**config.mk**
```make
export PLATFORM = sky130hd
export DESIGN_NAME = tcb_timer
export DESIGN_NICKNAME = d
export VERILOG_FILES = /design/src/include/tcb_pkg.sv /design/src/rtl/tcb_pin_sync.sv /design/src/rtl/tcb_timer.sv
export SDC_FILE = /design/constraint.sdc
export NUM_CORES = 1
export LEC_CHECK = 0
export ABC_CLOCK_PERIOD_IN_PS = 2300
export BUFFER_PORTS_ARGS = -buffer_cell sky130_fd_sc_hd__buf_4
export CORE_ASPECT_RATIO = 2
export CORE_MARGIN = 2
export CORE_UTILIZATION = 35
export CTS_BUF_LIST = sky130_fd_sc_hd__clkbuf_16
export DETAILED_ROUTE_END_ITERATION = 8
export GPL_ROUTABILITY_DRIVEN = 1
export SLEW_MARGIN = 15
export SYNTH_ARGS = -nofsm -noshare
export SYNTH_HDL_FRONTEND = slang
export SYNTH_SLANG_ARGS = --single-unit
```
**constraint.sdc**
```tcl
create_clock -name i_core_clk -period 2.3 [get_ports i_core_clk]
set_input_delay 0.115 -clock i_core_clk [delete_from_list [all_inputs] [get_ports i_core_clk]]
set_output_delay 0.115 -clock i_core_clk [all_outputs]
set_load 0.01 [all_outputs]
```
**src/include/tcb_pkg.sv**
```systemverilog
// constants and types shared by the compare-buffer timer block
package tcb_pkg;
   localparam int unsigned CNT_W         = 16;             // counter width
   localparam int unsigned BYTE_W        = 8;              // register byte
   localparam int unsigned MODE_W        = 3;              // mode field
   localparam int unsigned CLKSEL_W      = 2;              // source select
   localparam logic [15:0] COUNT_CLEAR   = 16'h0000;       // cleared count
   localparam logic [15:0] COMPARE_RESET = 16'hFFFF;       // compare reset
   localparam logic [7:0]  LOW_RESET     = 8'hFF;          // temp reset
   localparam logic [2:0]  MODE_EXT_TRIG = 3'h4;           // "100"
   localparam logic [2:0]  MODE_EVENT    = 3'h2;           // "010"
   localparam logic [2:0]  MODE_WINDOW   = 3'h5;           // "101"
   localparam logic [2:0]  MODE_RESET    = 3'h0;           // mode at reset
   localparam logic [1:0]  CLKSEL_RESET  = 2'h0;           // select at reset
   // source clock prescale: terminal counts for dividers 1024, 64, 4, 2
   localparam logic [9:0]  DIV_SEL0      = 10'h3FF;
   localparam logic [9:0]  DIV_SEL1      = 10'h03F;
   localparam logic [9:0]  DIV_SEL2      = 10'h003;
   localparam logic [9:0]  DIV_SEL3      = 10'h001;
   // external trigger sequencing
   typedef enum logic [1:0] {
      TCB_IDLE,
      TCB_WAIT,
      TCB_COUNT
   } tcb_state_t;
endpackage : tcb_pkg

```
**src/rtl/tcb_pin_sync.sv**
```systemverilog
// input pin synchroniser with edge detection
module tcb_pin_sync
   import tcb_pkg::*;
(
   input  wire logic i_core_clk,
   input  wire logic i_rst,
   input  wire logic i_pin,
   output logic      o_level,
   output logic      o_rise,
   output logic      o_fall
);
   ////////////////////////////////////////////////////////////////////////
   logic meta;       // first stage, read only by the second stage
   logic sync;       // second stage, safe level
   logic prev;       // delayed copy for edge detection
   logic next_meta;
   logic next_sync;
   logic next_prev;

   // next values of the chain
   always_comb
   begin
      next_meta = i_pin;
      next_sync = meta;
      next_prev = sync;
   end

   // registers of the chain
   always_ff @(posedge i_core_clk)
   begin
      if (i_rst)
      begin
         meta <= 1'b0;
         sync <= 1'b0;
         prev <= 1'b0;
      end
      else
      begin
         meta <= next_meta;
         sync <= next_sync;
         prev <= next_prev;
      end
   end

   // edges only look at the second and third stages
   assign o_level = sync;
   assign o_rise  = sync & ~prev;
   assign o_fall  = ~sync & prev;
endmodule : tcb_pin_sync

```
**src/rtl/tcb_timer.sv**
```systemverilog
// 16-bit compare timer: buffered compare A, trigger/event/window modes
module tcb_timer
   import tcb_pkg::*;
(
   input  wire logic                i_core_clk,
   input  wire logic                i_rst,
   input  wire logic                i_external_input_pin,
   input  wire logic                i_run_bit,
   input  wire logic                i_compare_buffer_enable,
   input  wire logic                i_overflow_irq_enable,
   input  wire logic [MODE_W-1:0]   i_operation_mode_select,
   input  wire logic [CLKSEL_W-1:0] i_source_clock_select,
   input  wire logic                i_edge_level_select,
   input  wire logic                i_retrigger_stop_enable,
   input  wire logic                i_mode_wr,
   input  wire logic                i_compare_a_low_wr,
   input  wire logic                i_compare_a_high_wr,
   input  wire logic [BYTE_W-1:0]   i_wdata,
   output logic      [CNT_W-1:0]    o_compare_a_read,
   output logic      [CNT_W-1:0]    o_compare_a_active,
   output logic      [CNT_W-1:0]    o_count,
   output logic      [MODE_W-1:0]   o_timer_mode,
   output logic                     o_overflow_irq_enable,
   output logic                     o_running,
   output logic                     o_timer_irq
);
   ////////////////////////////////////////////////////////////////////////
   // pin conditioning
   logic pin_level;  // synchronised pin level
   logic pin_rise;   // one-cycle rising edge
   logic pin_fall;   // one-cycle falling edge

   tcb_pin_sync tcb_pin_sync_inst (
      .i_core_clk (i_core_clk),
      .i_rst      (i_rst),
      .i_pin      (i_external_input_pin),
      .o_level    (pin_level),
      .o_rise     (pin_rise),
      .o_fall     (pin_fall)
   );

   ////////////////////////////////////////////////////////////////////////
   // state
   logic [MODE_W-1:0]   mode;        // latched mode field
   logic [CLKSEL_W-1:0] clk_sel;     // latched source select
   logic                edge_sel;    // latched edge/level select
   logic                retrig;      // latched retrigger-stop
   logic                ovf_en;      // latched overflow enable
   logic                running;     // run bit as seen last cycle
   logic [CNT_W-1:0]    count;       // up counter
   logic [9:0]          prescale;    // source clock divider
   logic [BYTE_W-1:0]   low_tmp;     // low byte temporary store
   logic [CNT_W-1:0]    cmp_buf;     // double buffer
   logic [CNT_W-1:0]    cmp_act;     // active compare value
   logic                irq;         // one-cycle interrupt pulse
   tcb_state_t          trig_state;  // trigger sequencing

   logic [MODE_W-1:0]   next_mode;
   logic [CLKSEL_W-1:0] next_clk_sel;
   logic                next_edge_sel;
   logic                next_retrig;
   logic                next_ovf_en;
   logic                next_running;
   logic [CNT_W-1:0]    next_count;
   logic [9:0]          next_prescale;
   logic [BYTE_W-1:0]   next_low_tmp;
   logic [CNT_W-1:0]    next_cmp_buf;
   logic [CNT_W-1:0]    next_cmp_act;
   logic                next_irq;
   tcb_state_t          next_trig_state;

   // combined helpers
   logic                tick;        // source clock tick
   logic                sel_edge;    // selected edge seen
   logic                opp_edge;    // opposite edge seen
   logic                match;       // counter equals active compare
   logic [CNT_W-1:0]    new_value;   // committed 16-bit value

   // divider terminal for a source select
   function automatic logic [9:0] div_term(input logic [CLKSEL_W-1:0] s);
      case (s)
         2'h0:    div_term = DIV_SEL0;
         2'h1:    div_term = DIV_SEL1;
         2'h2:    div_term = DIV_SEL2;
         default: div_term = DIV_SEL3;
      endcase
   endfunction : div_term

   assign tick      = (prescale == div_term(clk_sel));
   assign sel_edge  = edge_sel ? pin_fall : pin_rise;
   assign opp_edge  = edge_sel ? pin_rise : pin_fall;
   assign match     = running && (count == cmp_act);
   assign new_value = {i_wdata, low_tmp};

   ////////////////////////////////////////////////////////////////////////
   // configuration: locked while running
   // the run bit is taken through a register, so a start or stop takes
   // effect one edge after software changes it; a mode write in the
   // cycle of a start is still accepted, which keeps set-then-start simple
   always_comb
   begin
      next_mode     = mode;
      next_clk_sel  = clk_sel;
      next_edge_sel = edge_sel;
      next_retrig   = retrig;
      next_ovf_en   = ovf_en;
      next_running  = i_run_bit;
      if (i_mode_wr && !running)
      begin
         next_mode     = i_operation_mode_select;
         next_clk_sel  = i_source_clock_select;
         next_edge_sel = i_edge_level_select;
         next_retrig   = i_retrigger_stop_enable;
      end
      if (!running)  // overflow enable frozen once started
         next_ovf_en = i_overflow_irq_enable;
   end

   always_ff @(posedge i_core_clk)
   begin
      if (i_rst)
      begin
         mode     <= MODE_RESET;
         clk_sel  <= CLKSEL_RESET;
         edge_sel <= 1'b0;
         retrig   <= 1'b0;
         ovf_en   <= 1'b0;
         running  <= 1'b0;
      end
      else
      begin
         mode     <= next_mode;
         clk_sel  <= next_clk_sel;
         edge_sel <= next_edge_sel;
         retrig   <= next_retrig;
         ovf_en   <= next_ovf_en;
         running  <= next_running;
      end
   end

   ////////////////////////////////////////////////////////////////////////
   // compare register with temporary store and double buffer
   // the low byte never reaches the compare path on its own: only the
   // high write commits, so a half-written value is never matched
   always_comb
   begin
      next_low_tmp = low_tmp;
      next_cmp_buf = cmp_buf;
      next_cmp_act = cmp_act;
      if (i_compare_a_low_wr)
         next_low_tmp = i_wdata;
      // a buffered match loads active from the buffer; a write in the same cycle wins
      if (i_compare_buffer_enable && match)
         next_cmp_act = cmp_buf;
      if (i_compare_a_high_wr)
      begin
         next_cmp_buf = new_value;
         if (!i_compare_buffer_enable)
            next_cmp_act = new_value;
         else if (!running)
            next_cmp_act = new_value;
         else if (match)
            next_cmp_act = new_value;
         // otherwise buffer only; active waits for the match
      end
   end

   always_ff @(posedge i_core_clk)
   begin
      if (i_rst)
      begin
         low_tmp <= LOW_RESET;
         cmp_buf <= COMPARE_RESET;
         cmp_act <= COMPARE_RESET;
      end
      else
      begin
         low_tmp <= next_low_tmp;
         cmp_buf <= next_cmp_buf;
         cmp_act <= next_cmp_act;
      end
   end

   ////////////////////////////////////////////////////////////////////////
   // counter, prescaler and trigger sequencing
   // the prescaler restarts from zero on every start, so the first tick
   // lands a full divider period after the run bit; a match always wins
   // over an edge or tick in the same cycle, clearing the count
   // limitation: no overflow event is raised here, a value below the
   // count simply waits for the wrap
   always_comb
   begin
      next_count      = count;
      next_prescale   = prescale;
      next_trig_state = trig_state;
      next_irq        = 1'b0;
      if (!running)
      begin
         // stop clears count and prescaler, sequencing back to wait
         next_count      = COUNT_CLEAR;
         next_prescale   = 10'h000;
         next_trig_state = TCB_WAIT;
      end
      else
      begin
         next_prescale = tick ? 10'h000 : prescale + 10'h001;
         if (match)
         begin
            next_irq   = 1'b1;
            next_count = COUNT_CLEAR;
         end
         else
         begin
            case (mode)
               MODE_EXT_TRIG:
               begin
                  case (trig_state)
                     TCB_WAIT:
                        if (sel_edge)
                           next_trig_state = TCB_COUNT;
                     TCB_COUNT:
                     begin
                        // edges matter only with retrigger-stop
                        if (retrig && opp_edge)
                        begin
                           next_count      = COUNT_CLEAR;
                           next_trig_state = TCB_WAIT;
                        end
                        else if (tick)
                           next_count = count + 16'h0001;
                     end
                     default:
                        next_trig_state = TCB_WAIT;
                  endcase
               end
               MODE_EVENT:
                  if (sel_edge)
                     next_count = count + 16'h0001;
               MODE_WINDOW:
                  // window level gates the source tick
                  if (tick && (pin_level ^ edge_sel))
                     next_count = count + 16'h0001;
               default:
                  // plain timer count on the source tick
                  if (tick)
                     next_count = count + 16'h0001;
            endcase
         end
      end
   end

   always_ff @(posedge i_core_clk)
   begin
      if (i_rst)
      begin
         count      <= COUNT_CLEAR;
         prescale   <= 10'h000;
         trig_state <= TCB_IDLE;
         irq        <= 1'b0;
      end
      else
      begin
         count      <= next_count;
         prescale   <= next_prescale;
         trig_state <= next_trig_state;
         irq        <= next_irq;
      end
   end

   ////////////////////////////////////////////////////////////////////////
   // outputs from flip-flops, except compare read, muxed on the buffer enable
   // reads show the buffered value when buffering is on
   assign o_compare_a_read      = i_compare_buffer_enable ? cmp_buf
                                                          : cmp_act;
   assign o_compare_a_active    = cmp_act;
   assign o_count               = count;
   assign o_timer_mode          = mode;
   assign o_overflow_irq_enable = ovf_en;
   assign o_running             = running;
   assign o_timer_irq           = irq;
endmodule : tcb_timer

```
==> results of run 1 <==
==> worst min path at each step <==
stage	start	end	slack [ns]	cells past startpoint
after floorplan	i_wdata[0]	low_tmp[0]	0.23	1
after global placement	i_external_input_pin	tcb_pin_sync_inst.meta	0.34	2
after detailed placement	i_wdata[5]	low_tmp[5]	0.34	2
after CTS	i_wdata[2]	low_tmp[2]	0.005	2
after global routing	i_wdata[7]	low_tmp[7]	0.01	2
final	i_wdata[2]	low_tmp[2]	0.007	2
==> synth_stat cells, drive strengths merged, types with 5 or more instances <==
cell	number	share of area (%)
clkbuf	16	1.5
mux2i	27	6.7
dfxtp	81	40
nor2b	25	3.9
a32oi	8	1.7
nor2	36	3.4
buf	5	0.69
a21o	16	3.0
a221oi	8	1.7
xnor2	10	2.2
mux2	18	5.0
nand3	13	1.6
nand2	13	1.2
nor3	17	2.5
and3	5	0.78
inv	6	0.56
a211o	16	3.5
o21ai	14	1.7
xor2	20	4.4
nor4	17	2.6
==> sequential cells by signal (all words and copies together), names as in the netlist <==
signal,cells
prescale,10
o_timer_mode,3
o_compare_a_active,16
tcb_pin_sync_inst.meta,1
o_running,1
retrig,1
cmp_buf,16
tcb_pin_sync_inst.o_level,1
edge_sel,1
o_timer_irq,1
trig_state,2
o_count,16
tcb_pin_sync_inst.prev,1
clk_sel,2
o_overflow_irq_enable,1
low_tmp,8
==> where the power goes <==
group          internal (mW)  switching (mW)
combinational          0.241           0.231
sequential              1.47          0.0542
clock                  0.821           0.550
==> routing by layer <==
| metal | vias up | global-route usage, % | share of wire (%) |
|---|---|---|---|
| met5 | - | 0 | 0 |
| met4 | 0 | 11.41 | 4.3 |
| met3 | 34 | 3.770 | 3.3 |
| met2 | 93 | 37.01 | 57 |
| met1 | 1778 | 19.12 | 36 |
| li1 | 1834 | - | - |
==> final cells by class <==
class / count / area (um2) / share of cell area [%]
Tap cell: 142 / 177.7 / 3.249
Inverter: 6 / 22.52 / 0.4118
Clock buffer: 9 / 225.2 / 4.118
Multi-Input combinational cell: 320 / 2345 / 42.87
Clock inverter: 6 / 52.55 / 0.9609
Timing Repair Buffer: 134 / 1021 / 18.67
Sequential cell: 81 / 1625 / 29.72
==> cells by family (layout without fill, tap and decap cells) <==
| group | Yosys count | after routing | synth area share, % |
|---|---|---|---|
| DFF | 81 | 81 | 40.40 |
| AOI/OAI and AO/OA | 92 | 92 | 17.30 |
| adders and majority gates | 2 | 2 | 0.6233 |
| and+or+nand+nor | 151 | 151 | 20.60 |
| muxes | 45 | 45 | 11.78 |
| xor gates and xnor gates | 30 | 30 | 6.546 |
| buffers and inverters | 27 | 155 | 2.743 |
==> stage by stage <==
stage | cell area (um2) | utilization, %
3_3_place_gp | 5100 | 45.47
5_1_grt | 5469 | 48.76
4_1_cts | 5395 | 48.10
3_5_place_dp | 5100 | 45.47
2_1_floorplan | 4014 | -
6_report | 5469 | 48.76
==> repair_timing <==
action                                  CTS  global route
endpoints found under the hold margin     2             0
gates cloned                              0             0
resized for setup                         2            14
pin swaps                                 2             7
setup buffers                             0             2
hold buffers                              1             0
endpoints found under the setup margin    1            28
==> worst reg2reg max path: stages, from the launching register on <==
cell and delay [ns]:
dfxtp_1 0.31, or4_4 0.54, a2bb2oi_2 0.16, o31a_1 0.30
or3_4 0.36, or4_1 0.40, a31oi_1 0.13
==> results.json, run 1 <==
{
  "status": "finished, final reports clean",
  "ios": 78,
  "hold_viol_final": 0,
  "grt_pass1_wl_mm": 18.62,
  "port-buffer-count": 77,
  "drive_above_1_share_pct": 33.27,
  "synth_nets": 454,
  "fmax_mhz": 439.0,
  "synthesis.area_um2": 4014,
  "grt_overflow": 0,
  "clock_latency_ns": 0.34,
  "crit_family": "simple AND/OR/NAND/NOR gates",
  "cp-start-kind": "flop",
  "setup_viol": 0,
  "diodes": 0,
  "synth_top_flop_cell": "dfxtp_1",
  "dieWidth_um": 79.73,
  "global_route.usage.total_pct": 19.65,
  "wl_per_cell_um": 16.98,
  "timing.rr.end": "o_count[11]",
  "root_buffer": "clkbuf_16",
  "cp-endpoint": "o_count[11]",
  "vdd_drop_max_mv": 0.4351,
  "drt_iter0_drc": 178,
  "path_cells": "or4_4 -> a2bb2oi_2 -> o31a_1 -> or3_4 -> or4_1 -> a31oi_1",
  "crit_start": "prescale[7]",
  "hold-worst-slack_ns": 0.007282,
  "r2r_slack_ns": 0.02,
  "preCtsSetupSlack_ns": -0.01067,
  "critPathMaxStageDelay_ns": 0.54,
  "final_cell_mix": "buf_4, dfxtp_1, nor2_1",
  "total_power_mw": 3.365,
  "dp_hpwl_mm": 9.043,
  "cp-end-kind": "flop",
  "worst_clock_skew_ns": 0.006858,
  "cts_tree": "done",
  "drv_slew": 0,
  "syn_inst": 428,
  "place.gp.congestion": 0.9335,
  "tightest_slew_ns": 0.7997,
  "synth_async_sr_flop_share_pct": 0,
  "grt_max_degree": 57,
  "num_rows": 55,
  "place_inst": 680,
  "start_util_pct": 35.78,
  "grt_antenna_before_repair": 0,
  "cts_num_sinks": 81,
  "syn_avg_cell_area_um2": 9.378,
  "critPathMaxFanout": 2,
  "dr.pass1.iters": 5,
  "fin_setup_tns_ns": 0,
  "rsz0062_at_grt": "true",
  "hold_path_class": "input port to flop",
  "drc": 0,
  "period_needed_ns": 2.278,
  "ys_types": 56,
  "layout.cells.non_filler": 698,
  "fillCellCount": 1080,
  "synth_edf_count": 0,
  "ant_nets": 0,
  "clk_pin_slew_ns": 0.06,
  "vias_per_cell": 5.357,
  "crit_buf_inv": 0,
  "die_y_um": 155.4,
  "maxCapViolations": 0,
  "slew_headroom_pct": 46.63,
  "finalNetCount": 578,
  "leakagePower_nw": 2.176,
  "grt_pass1_vias": 3760,
  "cts_max_path_buffers": 2,
  "drt-total-wl_mm": 11.85,
  "slowest_stage": "or4_4",
  "syn2layout_area_growth_pct": 36.25,
  "r2r-start": "prescale[7]",
  "layout_commonest_cell": "buf_4",
  "layout_worst_path_cycle_share_pct": 99.03,
  "num_vias": 3739,
  "cp.depth": 6,
  "ctsHtreeMaxLevel": 3,
  "coreArea_um2": 11220,
  "die-area_um2": 12390,
  "setup_ws_ns": 0.02226,
  "required_ns": 2.56,
  "power_density_nw_per_um2": 615.3,
  "cts_buffers": 9,
  "cp_data_arrival_time_ns": 2.54,
  "yosys_warnings": 0,
  "reg2reg_depth": 6,
  "ys_seq_area_share_pct": 40.40,
  "path_class": "flop to flop",
  "ys_ff_latch": 81
}
Power figures use the tool's default switching activity.
==> run 2: changes to the inputs <==
Settings changed: SYNTH_HIERARCHICAL set to 1.
==> results.json, run 2 <==
{
  "synth_common_cells": "dfxtp_1, nor2_1, nand3_1, nor2b_1, mux2i_1",
  "cts_buffers": 9,
  "setup_viol": 0,
  "power.share.clock_pct": 38.5,
  "cp-start-kind": "flop",
  "p_comb_share_pct": 14.5,
  "p_seq_share_pct": 47.0,
  "synth_async_sr_flop_share_pct": 0,
  "min_delay_path_depth": 2,
  "status": "finished, final reports clean",
  "synthesis.area_um2": 4180,
  "cts_tree": "done",
  "dp_hpwl_mm": 8.534,
  "cts_max_path_buffers": 2,
  "yosys_warnings": 6,
  "layout_commonest_cell": "buf_4",
  "drt_iter0_drc": 294,
  "num_rows": 56,
  "total_power_mw": 3.275,
  "syn_avg_cell_area_um2": 8.782,
  "dieWidth_um": 81.28,
  "slew_headroom_pct": 52.16,
  "fin_setup_tns_ns": 0,
  "tightest_slew_ns": 0.7176,
  "die-area_um2": 12890,
  "syn2layout_area_growth_pct": 27.72,
  "diodes": 0,
  "drc": 0,
  "power.switching_mw": 0.8569,
  "grt_max_degree": 65,
  "ys_types": 46,
  "hold_viol_final": 0,
  "hold-worst-slack_ns": 0.007673,
  "syn_inst": 476,
  "hold_path_class": "input port to flop",
  "ys_ff_latch": 81,
  "start_util_pct": 35.72,
  "num_vias": 3973,
  "yosysMostFrequentCell": "dfxtp_1",
  "finalNetCount": 581,
  "p_int_mw": 2.418,
  "fillCellCount": 1155,
  "final_util_pct": 45.63,
  "ant_nets": 0,
  "critPathMaxStageDelay_ns": 0.54,
  "cp-end-kind": "flop",
  "reg2reg_depth": 6,
  "ys_seq_area_share_pct": 38.79,
  "fin_area_um2": 5339,
  "synth_edf_count": 0,
  "dr.pass1.iters": 5,
  "root_buffer": "clkbuf_16",
  "fmax_mhz": 445.6,
  "synth_nets": 502,
  "final_cell_mix": "buf_4, dfxtp_1, nor2_1",
  "coreArea_um2": 11700,
  "drt-total-wl_mm": 11.96,
  "cts_num_sinks": 81,
  "setup_ws_ns": 0.05600,
  "required_ns": 2.57,
  "place.gp.congestion": 0.8751,
  "clock_latency_ns": 0.34,
  "layout_worst_path_cycle_share_pct": 97.57,
  "vias_per_cell": 5.635,
  "synth_top_flop_cell": "dfxtp_1",
  "ios": 78,
  "drv_slew": 0,
  "placed_cell_area_um2": 4917,
  "drive_above_1_share_pct": 26.07,
  "slowest_stage": "or4_4",
  "maxCapViolations": 0,
  "path_class": "flop to flop",
  "ctsHtreeMaxLevel": 3,
  "grt_pass1_vias": 3884,
  "yosys.area.top_type": "dfxtp_1",
  "vdd_drop_max_mv": 0.5513,
  "power_density_nw_per_um2": 613.4,
  "cp_data_arrival_time_ns": 2.52,
  "grt_overflow": 0,
  "preCtsSetupSlack_ns": -0.009524,
  "switching_share_pct": 26.17,
  "leakagePower_nw": 2.071,
  "clk_pin_slew_ns": 0.06,
  "path_cells": "nor4b_4 -> mux2i_4 -> or4_4 -> and2_4 -> or4_4 -> a21oi_2",
  "die_y_um": 158.6,
  "cpMostUsedCell": "or4_4",
  "yosys.area.top_type_share_pct": 38.79,
  "synth_area_leaders": "dfxtp_1, mux2i_1, nor2_1, nor2b_1, a211o_1",
  "critPathMaxFanout": 5,
  "worst_clock_skew_ns": 0.005488,
  "grt_pass1_wl_mm": 19.31,
  "period_needed_ns": 2.244,
  "global_route.usage.total_pct": 19.56,
  "layout.cells.non_filler": 705,
  "port-buffer-count": 77,
  "grt_antenna_before_repair": 0,
  "wl_per_cell_um": 16.96,
  "place_inst": 680
}
run 2: cell types whose count changed in the layout (fill, tap and decap cells not counted), moves of 9 or more:
cell,delta
xor2_1,-10
nor2_1,+22
a21o_1,-15
nor3_1,-9
o211ai_1,+13
nand3_1,+24
buf_4,-37
a22oi_1,+15
nor2b_1,+9
nor4_1,-16
run 2: worst max-delay path, delay by kind of cell, from the launching register on:
kind / cells / cell delay [ns]
muxes: 1 / 0.13
AOI/OAI and AO/OA: 1 / 0.13
and+or+nand+nor: 4 / 1.55
DFF: 1 / 0.36
run 2: worst paths after layout:
| kind | to | from | slack, ns |
|---|---|---|---|
| max | o_count[9] | prescale[2] | 0.06 |
| min reg2reg | tcb_pin_sync_inst/o_level | tcb_pin_sync_inst/meta | 0.44 |
| min | tcb_pin_sync_inst/meta | i_external_input_pin | 0.008 |
| max reg2reg | o_count[9] | prescale[2] | 0.06 |
run 2: area by class of cell:
class                   instances  area (um2)  area share (%)
clock buffers                   9       225.2           4.218
clock inverters                 7       28.78          0.5390
inverters                       3       11.26          0.2109
multi-input cells             360        2495           46.73
flip-flops and latches         81        1633           30.58
well taps                     145       181.4           3.398
repair buffers                100       764.5           14.32
run 2: cell families after synthesis:
logic type                 after synthesis  synth area share, %
DFF                                     81                38.79
AOI/OAI and AO/OA                      103                17.78
xor gates and xnor gates                25                5.238
adders and majority gates                2               0.5985
muxes                                   44                11.04
buffers and inverters                   35                3.322
and+or+nand+nor                        186                23.23
run 2: power by group through the flow:
| stage | combinational (mW) | clock [mW] | sequential (mW) |
|---|---|---|---|
| 2_1_floorplan | 0.282 | 0 | 1.56 |
| 3_3_place_gp | 0.450 | 0 | 1.57 |
| 3_5_place_dp | 0.460 | 0 | 1.57 |
| 4_1_cts | 0.467 | 1.29 | 1.54 |
| 5_1_grt | 0.523 | 1.35 | 1.55 |
| 6_report | 0.475 | 1.26 | 1.54 |
run 2: layer usage:
metal / GRT usage, % / vias up / share of wire [%]
met5: 0 / - / 0
met4: 12.35 / 0 / 3.9
met3: 2.494 / 29 / 3.7
met2: 35.17 / 118 / 54
met1: 20.80 / 1921 / 38
li1: - / 1905 / -
run 2: timing repair:
| action | CTS | global route |
|---|---|---|
| hold endpoints to repair | 4 | 0 |
| hold buffers | 4 | 0 |
| buffers inserted | 0 | 5 |
| resized for setup | 2 | 22 |
| pin swaps | 3 | 11 |
| endpoints found under the setup margin | 2 | 15 |
==> run 3: changes to the inputs <==
Settings changed: CORE_UTILIZATION 35 to 50, PLACE_DENSITY set to 0.76.
==> results.json, run 3 (same netlist as run 2, synthesis figures left out) <==
{
  "status": "complete, but fails checks",
  "violations": "setup timing",
  "power_density_nw_per_um2": 620.9,
  "tightest_slew_ns": 0.7008,
  "hold-worst-slack_ns": 0.004761,
  "layout_worst_path_cycle_share_pct": 100.3,
  "reg2reg_depth": 9,
  "dieWidth_um": 68.66,
  "clock_latency_ns": 0.34,
  "drt_iter0_drc": 360,
  "power.share.clock_pct": 38.2,
  "r2r-start": "prescale[4]",
  "drt-total-wl_mm": 11.51,
  "slowest_stage": "or4_1",
  "leakagePower_nw": 2.083,
  "grt.busiest_layer": "met2",
  "r2r_slack_ns": -0.008,
  "drive_above_1_share_pct": 26.69,
  "timing.rr.end": "o_count[4]",
  "fmax_mhz": 433.3,
  "grt_overflow": 0,
  "num_rows": 47,
  "hold_path_class": "input port to flop",
  "root_buffer": "clkbuf_16",
  "die-area_um2": 9152,
  "cts_num_sinks": 81,
  "min_delay_path_depth": 3,
  "wl_per_cell_um": 17.44,
  "setup_viol": 1,
  "grt_util_met2_pct": 44.66,
  "hold_viol_final": 0,
  "period_needed_ns": 2.308,
  "hp-start": "i_operation_mode_select[0]",
  "cp-start-kind": "flop",
  "finalNetCount": 583,
  "maxCapViolations": 0,
  "place.gp.congestion": 0.9170,
  "switching_share_pct": 25.88,
  "cts_buffers": 9,
  "cp_data_arrival_time_ns": 2.57,
  "crit_family": "simple AND/OR/NAND/NOR gates",
  "cp-end-kind": "flop",
  "path_class": "flop to flop",
  "setup_ws_ns": -0.007654,
  "whs_endpoint": "o_timer_mode[0]",
  "vias_per_cell": 6.005,
  "syn2layout_area_growth_pct": 26.07,
  "p_comb_share_pct": 14.7,
  "drc": 0,
  "num_vias": 3963,
  "final_util_pct": 64.47,
  "crit_buf_inv": 3,
  "port-buffer-count": 77,
  "cpMostUsedCell": "buf_4",
  "final_cell_mix": "buf_4, dfxtp_1, nor2_1",
  "p_seq_share_pct": 47.1,
  "die_y_um": 133.3,
  "dr.pass1.iters": 6,
  "drv_slew": 0,
  "ant_nets": 0,
  "p_int_mw": 2.425,
  "slew_headroom_pct": 53.28,
  "groute.layer.met1.usage_pct": 27.49,
  "vdd_drop_max_mv": 0.5756,
  "global_route.usage.total_pct": 25.26,
  "diodes": 0,
  "cp.depth": 9,
  "start_util_pct": 51.14,
  "grt_antenna_before_repair": 0,
  "critPathMaxStageDelay_ns": 0.50,
  "cts_max_path_buffers": 2,
  "ios": 78,
  "clk_pin_slew_ns": 0.06,
  "power.switching_mw": 0.8467,
  "grt_pass1_vias": 3603,
  "layout_commonest_cell": "buf_4",
  "grt_pass1_wl_mm": 17.53,
  "grt_max_degree": 65,
  "critPathMaxFanout": 5,
  "required_ns": 2.56,
  "ctsHtreeMaxLevel": 3,
  "worst_clock_skew_ns": 0.008276,
  "cts_tree": "done",
  "met3_usage_pct": 5.068,
  "rsz0062_at_grt": "true",
  "coreArea_um2": 8174,
  "dp_hpwl_mm": 7.966,
  "path_cells": "nor4b_4 -> mux2i_4 -> buf_4 -> buf_4 -> o31ai_2 -> buf_4 -> nand2b_1 -> or4_1 -> a31oi_1"
}
[run 3: cell count changes in the layout (fill, tap and decap cells not counted), sizes merged]
cell,delta
buf,+4
dlygate4sd3,-2
clkinv,-1
inv,+1
[run 3: metal layers]
metal	wire length [um]	share of wire, %
met5	0	0
met4	376	3.3
met3	544	4.7
met2	6399	56
met1	4193	36
[run 3: how the worst max path moves through the flow]
stage                           start    endpoint  slack, ns
after floorplan           prescale[2]  o_count[4]       0.04
after global placement    prescale[6]  o_count[6]       0.05
after detailed placement  prescale[3]  o_count[6]      -0.03
after CTS                 prescale[9]  o_count[6]      0.002
after global routing      prescale[4]  o_count[4]      -0.09
final                     prescale[4]  o_count[4]     -0.008
[run 3: final cells by class]
| cell class | instances | area (um2) |
|---|---|---|
| Inverter | 3 | 11.26 |
| Tap cell | 98 | 122.6 |
| Fill cell | 723 | 2904 |
| Clock inverter | 7 | 30.03 |
| Timing Repair Buffer | 102 | 770.7 |
| Multi-Input combinational cell | 360 | 2480 |
| Sequential cell | 81 | 1630 |
| Clock buffer | 9 | 225.2 |
[run 3: worst register-to-register path, delay by kind of cell, from the launching register on]
family	cells	cell delay (ns)
AO/OA/AOI/OAI	2	0.36
buffers and inverters	3	0.46
flip-flops	1	0.36
multiplexers	1	0.14
AND/OR/NAND/NOR	3	0.90
[run 3: power groups by stage]
stage                     Combinational [mW]  Clock, mW  Sequential, mW
after floorplan                        0.282          0            1.56
after detailed placement               0.452          0            1.57
after global placement                 0.441          0            1.57
after CTS                              0.462       1.26            1.54
after global routing                   0.525       1.33            1.55
final                                  0.480       1.25            1.54
[run 3: repair_timing]
| action | CTS | global route |
|---|---|---|
| endpoints found under the hold margin | 2 | 0 |
| resized for setup | 5 | 14 |
| hold buffers | 2 | 0 |
| pin swaps | 3 | 14 |
| setup endpoints to repair | 3 | 9 |
| setup buffers | 2 | 8 |
[run 3: per-stage QoR]
stage	worst slack (ns)	area [um2]	TNS, ns	total power [mW]	instances
6_report	-0.007654	5270	-0.007654	3.272	660
4_1_cts	0.002043	5157	0	3.266	652
2_1_floorplan	0.03768	4180	0	1.838	476
5_1_grt	-0.08680	5270	-0.2298	3.400	660
3_3_place_gp	0.05177	4851	0	2.009	632
3_5_place_dp	-0.03365	4851	-0.05442	2.023	632
